$ cat src/rtl/spindle_map.svh
// Address map, reset values and scaling constants of the spindle speed block
`ifndef SPINDLE_MAP_SVH
`define SPINDLE_MAP_SVH
// Register byte addresses (low 8 address bits decoded)
`define ADDR_CTRL 8'h00
`define ADDR_SCMD 8'h04
`define ADDR_FOVR 8'h08
`define ADDR_ORSP 8'h0C
`define ADDR_STAT 8'h40
// Table areas, bits [7:4] of the address; bits [3:2] pick the gear stage
`define AREA_LIM 4'h1
`define AREA_MAX 4'h2
`define AREA_SFT 4'h3
// Control register bit positions
`define CB_GEAR_LO 0
`define CB_GEAR_HI 1
`define CB_ZERO_HOLD 2
`define CB_SHIFT_RUN 3
`define CB_ORIENT_RUN 4
`define CB_RUN_CCW 5
`define CB_RUN_CW 6
`define CB_ORIENT_POS 7
`define CB_OVR_METHOD 8
`define CB_OVR_SP1 9
`define CB_OVR_SP2 10
`define CB_OVR_SP4 11
`define CTRL_BITS 12
// Reset values
`define CTRL_RST 12'h000
`define SCMD_RST 16'h0000
`define FOVR_RST 8'h64
`define ORSP_RST 16'h0000
`define LIM_RST 16'hFFFF
`define MAX_RST 16'hFFFF
`define SFT_RST 16'h0000
// Scaling: full-scale analog word and percent unit
`define FULL_SCALE 12'hFFF
`define PCT_UNIT 8'h64
// Override code to percent
`define OVR_50 8'h32
`define OVR_60 8'h3C
`define OVR_70 8'h46
`define OVR_80 8'h50
`define OVR_90 8'h5A
`define OVR_100 8'h64
`define OVR_110 8'h6E
`define OVR_120 8'h78
// Divider step count
`define DIV_STEPS 6'h28
`define HTRANS_NONSEQ_BIT 1
`endif

$ cat src/rtl/spindle_pkg.sv
// Types shared by the spindle speed block
package spindle_pkg;
  // Source of the analog speed word
  typedef enum logic [1:0] {
    MODE_NORMAL = 2'b00,
    MODE_STOP = 2'b01,
    MODE_SHIFT = 2'b10,
    MODE_ORIENT = 2'b11
  } speed_mode_t;
  // Run direction state
  typedef enum logic [1:0] {
    RUN_IDLE = 2'b00,
    RUN_CCW = 2'b01,
    RUN_CW = 2'b10,
    RUN_LOCK = 2'b11
  } run_state_t;
endpackage : spindle_pkg

$ cat src/rtl/override_code_decode.sv
// Coded spindle override selection to percent
`timescale 1ns/100ps
`default_nettype none
`include "spindle_map.svh"
module override_code_decode (
  // Code bits {sp4, sp2, sp1}
  input wire logic [2:0] code,
  // Override percent
  output logic [7:0] pct
);
  // -------------------------------------------------
  // Code table, 50 to 120 percent in steps of ten
  // -------------------------------------------------
  always_comb
  begin
    unique case (code)
      3'h7: pct = `OVR_50;
      3'h3: pct = `OVR_60;
      3'h2: pct = `OVR_70;
      3'h6: pct = `OVR_80;
      3'h4: pct = `OVR_90;
      3'h0: pct = `OVR_100;
      3'h1: pct = `OVR_110;
      3'h5: pct = `OVR_120;
    endcase
  end
endmodule : override_code_decode
`default_nettype wire

$ cat src/rtl/speed_divider.sv
// Iterative restoring divider for the speed scaling
`timescale 1ns/100ps
`default_nettype none
`include "spindle_map.svh"
module speed_divider (
  // Clocking
  input wire logic sys_clk,
  input wire logic rst,
  input wire logic ce,
  // Operands
  input wire logic start,
  input wire logic [39:0] num,
  input wire logic [23:0] den,
  // Result
  output logic busy,
  output logic done,
  output logic [39:0] quot
);
  logic [39:0] q_r, q_nxt;  // Quotient, shifts in from the right
  logic [24:0] rem_r, rem_nxt;  // Partial remainder
  logic [23:0] den_r, den_nxt;  // Held divisor
  logic [5:0] cnt_r, cnt_nxt;  // Steps still to go
  logic done_r, done_nxt;  // One-cycle finish pulse
  logic [24:0] trial;
  // -------------------------------------------------
  // One quotient bit per cycle; a zero divisor gives all ones
  // -------------------------------------------------
  always_comb
  begin
    trial = {rem_r[23:0], q_r[39]};
    q_nxt = q_r;
    rem_nxt = rem_r;
    den_nxt = den_r;
    cnt_nxt = cnt_r;
    done_nxt = 1'b0;
    if (cnt_r != 6'h00)
    begin
      q_nxt = {q_r[38:0], 1'b0};
      rem_nxt = trial;
      if (trial >= {1'b0, den_r})
      begin
        rem_nxt = trial - {1'b0, den_r};
        q_nxt[0] = 1'b1;
      end
      cnt_nxt = cnt_r - 6'h01;
      done_nxt = (cnt_r == 6'h01);
    end
    else if (start)
    begin
      // Latch operands so the result matches one snapshot
      q_nxt = num;
      rem_nxt = '0;
      den_nxt = den;
      cnt_nxt = `DIV_STEPS;
    end
  end
  // Register stage, frozen while ce is low
  always_ff @(posedge sys_clk)
  begin
    if (rst)
    begin
      q_r <= '0;
      rem_r <= '0;
      den_r <= '0;
      cnt_r <= '0;
      done_r <= 1'b0;
    end
    else if (ce)
    begin
      q_r <= q_nxt;
      rem_r <= rem_nxt;
      den_r <= den_nxt;
      cnt_r <= cnt_nxt;
      done_r <= done_nxt;
    end
  end
  assign busy = (cnt_r != 6'h00);
  assign done = done_r;
  assign quot = q_r;
endmodule : speed_divider
`default_nettype wire

$ cat src/rtl/spindle_speed_command_select.sv
// Spindle speed word and run direction with an AHB-Lite register slave
// Operation
// - Gear pair 00..11 selects stages one to four
// - Per-gear limit speed equals full-scale output
// - Speed = cmd / limit * ovr/100 * full
// - Command clamped to per-gear maximum first
// - Zero hold forces speed word to zero unless a slow run is selected
// - Coded override ignored during zero hold
// - Gear change input selects slow shift speed
// - Shift speed per gear, scaled by limit
// - Orientation speed, one value, scaled by limit
// - Counter-clockwise request runs drive counter-clockwise
// - Released run request stops the drive
// - Both directions stop until both released
// - No rotation while speed word is zero
// - Orient request overrides run requests
// - Clockwise request runs drive clockwise
// - Override codes give 50 to 120 percent
// - Method bit picks code or file override
`timescale 1ns/100ps
`default_nettype none
`include "spindle_map.svh"
module spindle_speed_command_select (
  // Clock, reset, enable
  input wire logic sys_clk,
  input wire logic rst,
  input wire logic ce,
  // AHB-Lite slave
  input wire logic hsel,
  input wire logic [31:0] haddr,
  input wire logic [1:0] htrans,
  input wire logic hwrite,
  input wire logic [2:0] hsize,
  input wire logic [31:0] hwdata,
  input wire logic hready,
  output logic hreadyout,
  output logic hresp,
  output logic [31:0] hrdata,
  // Spindle drive
  output logic [11:0] speed_data,
  output logic run_ccw,
  output logic run_cw,
  output spindle_pkg::speed_mode_t speed_mode
);
  import spindle_pkg::*;

  // -------------------------------------------------
  // Bus phase tracking
  // -------------------------------------------------
  logic wr_pend_r, wr_pend_nxt;  // Write data phase pending
  logic [7:0] addr_r, addr_nxt;  // Latched byte address
  logic [31:0] rdata_r, rdata_nxt;  // Read data for the data phase
  logic addr_phase;
  logic [31:0] rd_sel;

  // -------------------------------------------------
  // Software-visible configuration
  // -------------------------------------------------
  logic [`CTRL_BITS-1:0] ctrl_r, ctrl_nxt;  // Sequence input bits
  logic [15:0] scmd_r, scmd_nxt;  // Programmed S command
  logic [7:0] fovr_r, fovr_nxt;  // File register override percent
  logic [15:0] orsp_r, orsp_nxt;  // Orientation speed
  logic [15:0] lim_r [4];  // Limit speed per gear
  logic [15:0] max_r [4];  // Maximum speed per gear
  logic [15:0] sft_r [4];  // Gear change speed per gear
  logic [15:0] lim_nxt [4];
  logic [15:0] max_nxt [4];
  logic [15:0] sft_nxt [4];

  // -------------------------------------------------
  // Speed path and run state
  // -------------------------------------------------
  logic [1:0] gear;
  logic [15:0] cmd_clamp;
  logic [7:0] code_pct, ovr_pct;
  speed_mode_t mode;
  logic [39:0] num;
  logic [23:0] den;
  logic div_busy, div_done;
  logic [39:0] quot;
  logic [11:0] calc_r, calc_nxt;  // Last finished scaling
  logic [11:0] spd_r, spd_nxt;  // Speed word to the drive
  speed_mode_t mode_r;
  run_state_t run_r, run_nxt;
  logic ccw_r, ccw_nxt, cw_r, cw_nxt;
  logic req_ccw, req_cw, req_orient;

  // -------------------------------------------------
  // Bus slave: zero wait, always OKAY
  // -------------------------------------------------
  assign addr_phase = hsel && htrans[`HTRANS_NONSEQ_BIT] && hready;

  // Read mux; unmapped addresses read zero
  always_comb
  begin
    rd_sel = '0;
    unique case (haddr[7:4])
      `AREA_LIM: rd_sel[15:0] = lim_r[haddr[3:2]];
      `AREA_MAX: rd_sel[15:0] = max_r[haddr[3:2]];
      `AREA_SFT: rd_sel[15:0] = sft_r[haddr[3:2]];
      default:
      begin
        if (haddr[7:0] == `ADDR_CTRL) rd_sel[`CTRL_BITS-1:0] = ctrl_r;
        else if (haddr[7:0] == `ADDR_SCMD) rd_sel[15:0] = scmd_r;
        else if (haddr[7:0] == `ADDR_FOVR) rd_sel[7:0] = fovr_r;
        else if (haddr[7:0] == `ADDR_ORSP) rd_sel[15:0] = orsp_r;
        else if (haddr[7:0] == `ADDR_STAT) rd_sel[17:0] = {cw_r, ccw_r, mode_r, calc_r, 2'b00};
      end
    endcase
  end

  // Read data is fetched at the address phase so it stands in the data phase
  always_comb
  begin
    wr_pend_nxt = addr_phase && hwrite;
    addr_nxt = addr_phase ? haddr[7:0] : addr_r;
    rdata_nxt = (addr_phase && !hwrite) ? rd_sel : rdata_r;
  end

  always_ff @(posedge sys_clk)
  begin
    if (rst)
    begin
      wr_pend_r <= 1'b0;
      addr_r <= '0;
      rdata_r <= '0;
    end
    else if (ce)
    begin
      wr_pend_r <= wr_pend_nxt;
      addr_r <= addr_nxt;
      rdata_r <= rdata_nxt;
    end
  end

  // -------------------------------------------------
  // Register writes in the data phase
  // -------------------------------------------------
  always_comb
  begin
    ctrl_nxt = ctrl_r;
    scmd_nxt = scmd_r;
    fovr_nxt = fovr_r;
    orsp_nxt = orsp_r;
    if (wr_pend_r)
    begin
      if (addr_r == `ADDR_CTRL) ctrl_nxt = hwdata[`CTRL_BITS-1:0];
      if (addr_r == `ADDR_SCMD) scmd_nxt = hwdata[15:0];
      if (addr_r == `ADDR_FOVR) fovr_nxt = hwdata[7:0];
      if (addr_r == `ADDR_ORSP) orsp_nxt = hwdata[15:0];
    end
  end

  // Per-gear tables, one entry per stage
  for (genvar g = 0; g < 4; g++)
  begin : gear_tab
    assign lim_nxt[g] = (wr_pend_r && addr_r[7:4] == `AREA_LIM && addr_r[3:2] == 2'(g)) ? hwdata[15:0] : lim_r[g];
    assign max_nxt[g] = (wr_pend_r && addr_r[7:4] == `AREA_MAX && addr_r[3:2] == 2'(g)) ? hwdata[15:0] : max_r[g];
    assign sft_nxt[g] = (wr_pend_r && addr_r[7:4] == `AREA_SFT && addr_r[3:2] == 2'(g)) ? hwdata[15:0] : sft_r[g];
  end

  always_ff @(posedge sys_clk)
  begin
    if (rst)
    begin
      ctrl_r <= `CTRL_RST;
      scmd_r <= `SCMD_RST;
      fovr_r <= `FOVR_RST;
      orsp_r <= `ORSP_RST;
      lim_r <= '{default: `LIM_RST};
      max_r <= '{default: `MAX_RST};
      sft_r <= '{default: `SFT_RST};
    end
    else if (ce)
    begin
      ctrl_r <= ctrl_nxt;
      scmd_r <= scmd_nxt;
      fovr_r <= fovr_nxt;
      orsp_r <= orsp_nxt;
      lim_r <= lim_nxt;
      max_r <= max_nxt;
      sft_r <= sft_nxt;
    end
  end

  // -------------------------------------------------
  // Speed selection and scaling operands
  // -------------------------------------------------
  override_code_decode override_code_decode_inst (
    .code({ctrl_r[`CB_OVR_SP4], ctrl_r[`CB_OVR_SP2], ctrl_r[`CB_OVR_SP1]}),
    .pct(code_pct)
  );

  // The gear bits are trusted to match the engaged stage
  always_comb
  begin
    gear = {ctrl_r[`CB_GEAR_HI], ctrl_r[`CB_GEAR_LO]};
    cmd_clamp = (scmd_r > max_r[gear]) ? max_r[gear] : scmd_r;
    // Zero hold uses unity override, the code is ignored
    if (ctrl_r[`CB_ZERO_HOLD]) ovr_pct = `PCT_UNIT;
    else if (ctrl_r[`CB_OVR_METHOD]) ovr_pct = fovr_r;
    else ovr_pct = code_pct;
    // Slow runs only count under zero hold and
    if (!ctrl_r[`CB_ZERO_HOLD]) mode = MODE_NORMAL;
    else if (ctrl_r[`CB_SHIFT_RUN]) mode = MODE_SHIFT;
    else if (ctrl_r[`CB_ORIENT_RUN]) mode = MODE_ORIENT;
    else mode = MODE_STOP;
    // Denominator is limit times 100 so all modes share one divide
    den = 24'(lim_r[gear]) * 24'(`PCT_UNIT);
    unique case (mode)
      MODE_NORMAL: num = 40'(cmd_clamp) * 40'(ovr_pct) * 40'(`FULL_SCALE);
      MODE_SHIFT: num = 40'(sft_r[gear]) * 40'(`PCT_UNIT) * 40'(`FULL_SCALE);
      MODE_ORIENT: num = 40'(orsp_r) * 40'(`PCT_UNIT) * 40'(`FULL_SCALE);
      MODE_STOP: num = '0;
    endcase
  end

  // Divider runs back to back; inputs are re-sampled every pass
  speed_divider speed_divider_inst (
    .sys_clk(sys_clk),
    .rst(rst),
    .ce(ce),
    .start(!div_busy),
    .num(num),
    .den(den),
    .busy(div_busy),
    .done(div_done),
    .quot(quot)
  );

  // -------------------------------------------------
  // Speed word and run direction
  // -------------------------------------------------
  assign req_ccw = ctrl_r[`CB_RUN_CCW];
  assign req_cw = ctrl_r[`CB_RUN_CW];
  assign req_orient = ctrl_r[`CB_ORIENT_POS];

  always_comb
  begin
    calc_nxt = calc_r;
    if (div_done) calc_nxt = (quot > 40'(`FULL_SCALE)) ? `FULL_SCALE : quot[11:0];
    // Zero hold is immediate, not waiting for the divider
    spd_nxt = (mode == MODE_STOP) ? '0 : calc_nxt;
    // Both requests lock out until both are released
    unique case (run_r)
      RUN_LOCK: run_nxt = (!req_ccw && !req_cw) ? RUN_IDLE : RUN_LOCK;
      RUN_IDLE, RUN_CCW, RUN_CW:
      begin
        if (req_ccw && req_cw) run_nxt = RUN_LOCK;
        else if (req_ccw) run_nxt = RUN_CCW;
        else if (req_cw) run_nxt = RUN_CW;
        else run_nxt = RUN_IDLE;
      end
    endcase
    // A zero word or an orient request keeps the drive off
    ccw_nxt = (run_nxt == RUN_CCW) && !req_orient && (spd_nxt != '0);
    cw_nxt = (run_nxt == RUN_CW) && !req_orient && (spd_nxt != '0);
  end

  always_ff @(posedge sys_clk)
  begin
    if (rst)
    begin
      calc_r <= '0;
      spd_r <= '0;
      mode_r <= MODE_NORMAL;
      run_r <= RUN_IDLE;
      ccw_r <= 1'b0;
      cw_r <= 1'b0;
    end
    else if (ce)
    begin
      calc_r <= calc_nxt;
      spd_r <= spd_nxt;
      mode_r <= mode;
      run_r <= run_nxt;
      ccw_r <= ccw_nxt;
      cw_r <= cw_nxt;
    end
  end

  assign hreadyout = 1'b1;
  assign hresp = 1'b0;
  assign hrdata = rdata_r;
  assign speed_data = spd_r;
  assign run_ccw = ccw_r;
  assign run_cw = cw_r;
  assign speed_mode = mode_r;

  // -------------------------------------------------
  // Checks
  // -------------------------------------------------
  chk_stop_zero_word: assert property (@(posedge sys_clk) disable iff (rst)
    ce && mode == MODE_STOP |=> spd_r == '0)
    else $error("speed word not zero under zero hold");
  chk_both_runs_lock: assert property (@(posedge sys_clk) disable iff (rst)
    ce && req_ccw && req_cw |=> !ccw_r && !cw_r)
    else $error("drive runs with both directions requested");
  chk_lock_hold: assert property (@(posedge sys_clk) disable iff (rst)
    ce && run_r == RUN_LOCK && (req_ccw || req_cw) |=> run_r == RUN_LOCK)
    else $error("lockout left before both requests released");
  chk_orient_wins: assert property (@(posedge sys_clk) disable iff (rst)
    ce && req_orient |=> !ccw_r && !cw_r)
    else $error("run output with orient request");
  chk_zero_no_turn: assert property (@(posedge sys_clk) disable iff (rst)
    spd_r == '0 |-> !ccw_r && !cw_r)
    else $error("drive turning with zero speed word");
  chk_ccw_cause: assert property (@(posedge sys_clk) disable iff (rst)
    $rose(ccw_r) |-> $past(req_ccw) && !$past(req_cw))
    else $error("ccw run without sole ccw request");
  chk_cw_cause: assert property (@(posedge sys_clk) disable iff (rst)
    $rose(cw_r) |-> $past(req_cw) && !$past(req_ccw))
    else $error("cw run without sole cw request");
  chk_release_stops: assert property (@(posedge sys_clk) disable iff (rst)
    ce && !req_ccw && !req_cw |=> !ccw_r && !cw_r)
    else $error("drive still running after release");
  chk_clamp_max: assert property (@(posedge sys_clk) disable iff (rst)
    cmd_clamp <= max_r[gear] && cmd_clamp <= scmd_r)
    else $error("command above gear maximum");
  chk_ovr_range: assert property (@(posedge sys_clk) disable iff (rst)
    ovr_pct >= `OVR_50 && ovr_pct <= `OVR_120 || ctrl_r[`CB_OVR_METHOD])
    else $error("coded override out of range");
  chk_shift_first: assert property (@(posedge sys_clk) disable iff (rst)
    ctrl_r[`CB_ZERO_HOLD] && ctrl_r[`CB_SHIFT_RUN] |-> mode == MODE_SHIFT)
    else $error("gear change slow run not selected");
endmodule : spindle_speed_command_select
`default_nettype wire

$ cat config.mk
export PLATFORM = sky130hd
export DESIGN_NAME = spindle_speed_command_select
export DESIGN_NICKNAME = d
export VERILOG_FILES = /design/src/rtl/spindle_pkg.sv /design/src/rtl/override_code_decode.sv /design/src/rtl/speed_divider.sv /design/src/rtl/spindle_speed_command_select.sv
export VERILOG_INCLUDE_DIRS = /design/src /design/src/rtl
export SDC_FILE = /design/constraint.sdc
export NUM_CORES = 2
export LEC_CHECK = 0
export ABC_AREA = 1
export BUFFER_PORTS_ARGS = -buffer_cell sky130_fd_sc_hd__clkbuf_2
export CAP_MARGIN = 30
export CORE_UTILIZATION = 34
export CTS_CLUSTER_SIZE = 24
export DETAILED_ROUTE_END_ITERATION = 7
export SYNTH_ARGS = -nofsm -noshare
export SYNTH_HDL_FRONTEND = slang
export SYNTH_SLANG_ARGS = --single-unit
$ cat constraint.sdc
create_clock -name sys_clk -period 22.4 [get_ports sys_clk]
set_clock_uncertainty 0.15 [all_clocks]
set_input_delay 2.24 -clock sys_clk [delete_from_list [all_inputs] [get_ports sys_clk]]
set_output_delay 2.24 -clock sys_clk [all_outputs]
set_load 0.01 [all_outputs]
==> results.cfg <==
[outcome]
outcome = finished, final reports clean

[power_and_ir_drop]
p_seq_share_pct = 31.3
p_leak_nw = 26.1
power.total_mw = 2.48
power_density_nw_per_um2 = 49.7
p_switching_mw = 0.971
sw_frac_of_total_pct = 39.2
p_int_mw = 1.51
ir_worst_vdd_uv = 80.9
p_comb_share_pct = 38.1
clockPowerShare_pct = 30.6

[critical_path]
critPathMostFrequentCell = nand2_1
crit_slowest_cell = buf_4
cp.arrival_ns = 13.65
cp-start-kind = flip-flop
worstSetupPathType = reg2reg
worst-path-max-fanout = 57
worst_setup_path_end_kind = flip-flop
critPathMaxStageDelay_ns = 0.65
required_ns = 22.70

[timing]
maxSlewViolCount = 0
post-route-period-util_pct = 59.6
setup_violations = 0
min_period_ns = 13.34
fin_ws_ns = 9.06
max_freq_mhz = 74.9
rsz0062_at_grt = false
hold_violations = 0
worst_pin_slew_ns = 1.03
slew_headroom_pct = 31.4
tns_ns = 0

[floorplanning]
fp.dieH_um = 371
ios = 125
core_area_sq_um = 135000
dieArea_sq_um = 138000
die_x_um = 371
row_count = 135
start_util_pct = 34.2

[routing]
post_drt_wl_per_cell_um = 18.0
drtIter0Drc = 3618
antenna_left = 0
drc_errors = 0
num_vias = 41100
vias_per_cell = 5.14
first_pass_iters = 8
wl_um = 144000

[job]
drv_cap = 0

[grt]
gr-total-overflow = 0
grtUsageTotal_pct = 20.7
grt_pass1_wl_um = 225000
grt_max_degree = 116
grt_pass1_vias = 39400
grt_antenna_before_repair = 5

[placement]
placed_cells = 7914
io_buffers = 64
place_ws_ns = 9.14
gp_congestion = 0.927
hpwl_um = 116000

[logic_synthesis]
synthFlopType = dfxtp_1
ys_ff_latch = 399
ys_types = 63
async_flop_share_pct = 0
synth_area_sq_um = 46400
yosysSeqAreaShare_pct = 17.2
yosys_warnings = 0
synth_edf_count = 0
syn_area_per_cell_sq_um = 7.44
syn_inst = 6236

[layout]
finalNonFillerCells = 7992
multi_input_area_sq_um = 32900
seq_area_sq_um = 7990
syn_to_final_growth_pct = 7.55
final_core_util_pct = 36.8
layout-drive-gt1-share_pct = 3.94
fillCellCount = 14300
finalNetCount = 7218
n_antenna_cell = 0

[hold_path]
hold_path.class = reg2reg

[clock_tree]
root_buffer = clkbuf_16
worstSkewPairLatency_ns = 0.61
holdBufCountCts = 0
cts_resized = 0
post_cts_buffers = 0
cts_num_sinks = 399
numCtsBuffers = 45
clk_path_buf_depth = 3
clkTransAtPathRegs_ns = 0.07
htree_levels = 2
cts_tree = built
[cell usage in the layout, fill, tap and decap left out, types with 16 or more instances in the layout]
master / n
fa_1: 521
conb_1: 16
nand2_1: 1202
xor2_1: 65
nand3_1: 282
o21ai_0: 305
nand4_1: 41
buf_4: 41
or2_2: 17
a22oi_1: 74
ha_1: 442
clkbuf_16: 45
xnor2_1: 36
nor2_1: 407
a31oi_1: 16
o21bai_1: 24
o22ai_1: 49
a32oi_1: 22
nor3_1: 44
a21oi_1: 482
o211ai_1: 174
inv_1: 1221
dfxtp_1: 398
clkbuf_2: 63
[cell families after synthesis]
kind of cell	count (synthesis)	share of synthesized area [%]
buffers and inverters	1469	12.1
XOR/XNOR	104	2.01
AND/OR/NAND/NOR	2049	18.2
AO/OA/AOI/OAI	1250	16.0
adder cells (fa/ha/maj)	963	34.4
other	2	0.0162
flip-flops	399	17.2
[per-stage QoR]
stage | instance area (sq um) | hold slack, ns
2_1_floorplan | 46400 | 0.287
3_3_place_gp | 48400 | 0.303
3_5_place_dp | 48400 | 0.305
4_1_cts | 49900 | 0.318
5_1_grt | 49900 | 0.340
6_report | 49900 | 0.320
[flip-flops by register name, indices dropped and copies added (netlist names)]
signal,cells
addr_r,8
calc_r,12
ctrl_r,12
fovr_r,8
hrdata,18
lim_r,64
max_r,64
orsp_r,16
override_code_decode_inst.pct,6
run_ccw,1
run_cw,1
run_r,2
scmd_r,16
sft_r,64
speed_data,12
speed_divider_inst.cnt_r,6
speed_divider_inst.den_r,21
speed_divider_inst.done,1
speed_divider_inst.quot,40
speed_divider_inst.rem_r,24
speed_mode,2
wr_pend_r,1
[critical path, delay by kind of cell, from the launching register on]
| kind | cells | cell delay [ns] |
|---|---|---|
| AND/OR/NAND/NOR | 20 | 2.63 |
| buffers and inverters | 11 | 2.55 |
| AO/OA/AOI/OAI | 8 | 1.67 |
| flip-flops | 1 | 0.33 |
| XOR/XNOR | 2 | 0.74 |
| adder cells (fa/ha/maj) | 11 | 5.03 |
[worst paths after layout]
kind,startpoint,to,slack (ns),cells after the start
worst max-delay path,ctrl_r[0],speed_divider_inst.quot[34],9.06,52
worst min-delay path,speed_divider_inst.quot[16],speed_divider_inst.quot[16],0.32,2
worst max register to register,ctrl_r[0],speed_divider_inst.quot[34],9.06,52
worst min register to register,speed_divider_inst.quot[16],speed_divider_inst.quot[16],0.32,2
[cell usage after synthesis, types with 36 or more instances]
cell type	instances	share of area [%]
nor2_1	411	3.3
xnor2_1	36	0.68
ha_1	442	12
nor3_1	44	0.47
dfxtp_1	399	17
o22ai_1	49	0.66
nand4_1	41	0.55
clkbuf_1	156	1.3
o211ai_1	174	2.8
nand2_1	1202	9.7
nand3_1	282	3.0
inv_1	1222	9.9
xor2_1	65	1.2
fa_1	521	22
a22oi_1	74	1.2
a21oi_1	482	5.2
o21ai_0	305	3.3
[per-layer routing]
layer	vias to the layer above	GRT usage [%]	part of all wire (%)
li1	19900	-	-
met1	19700	29.9	47
met2	1316	32.0	43
met3	192	3.07	6.9
met4	6	5.71	2.8
met5	-	0	0.024
[power by group through the flow]
stage	registers, mW	clock network [mW]	logic, mW
final	0.775	0.758	0.945
after global routing	0.780	0.800	1.08
after CTS	0.775	0.768	0.943
after detailed placement	0.790	0	0.938
after global placement	0.790	0	0.938
after floorplan	0.785	0	0.724
[layout make-up]
type	count	share of cell area [%]
inverter	1245	9.38
clock buffer	65	2.55
timing repair buffer	107	1.36
sequential	399	16.0
clock inverter	13	0.369
tap	1781	4.47
multi-input combinational	4382	65.9
Power figures use the tool's default switching activity.
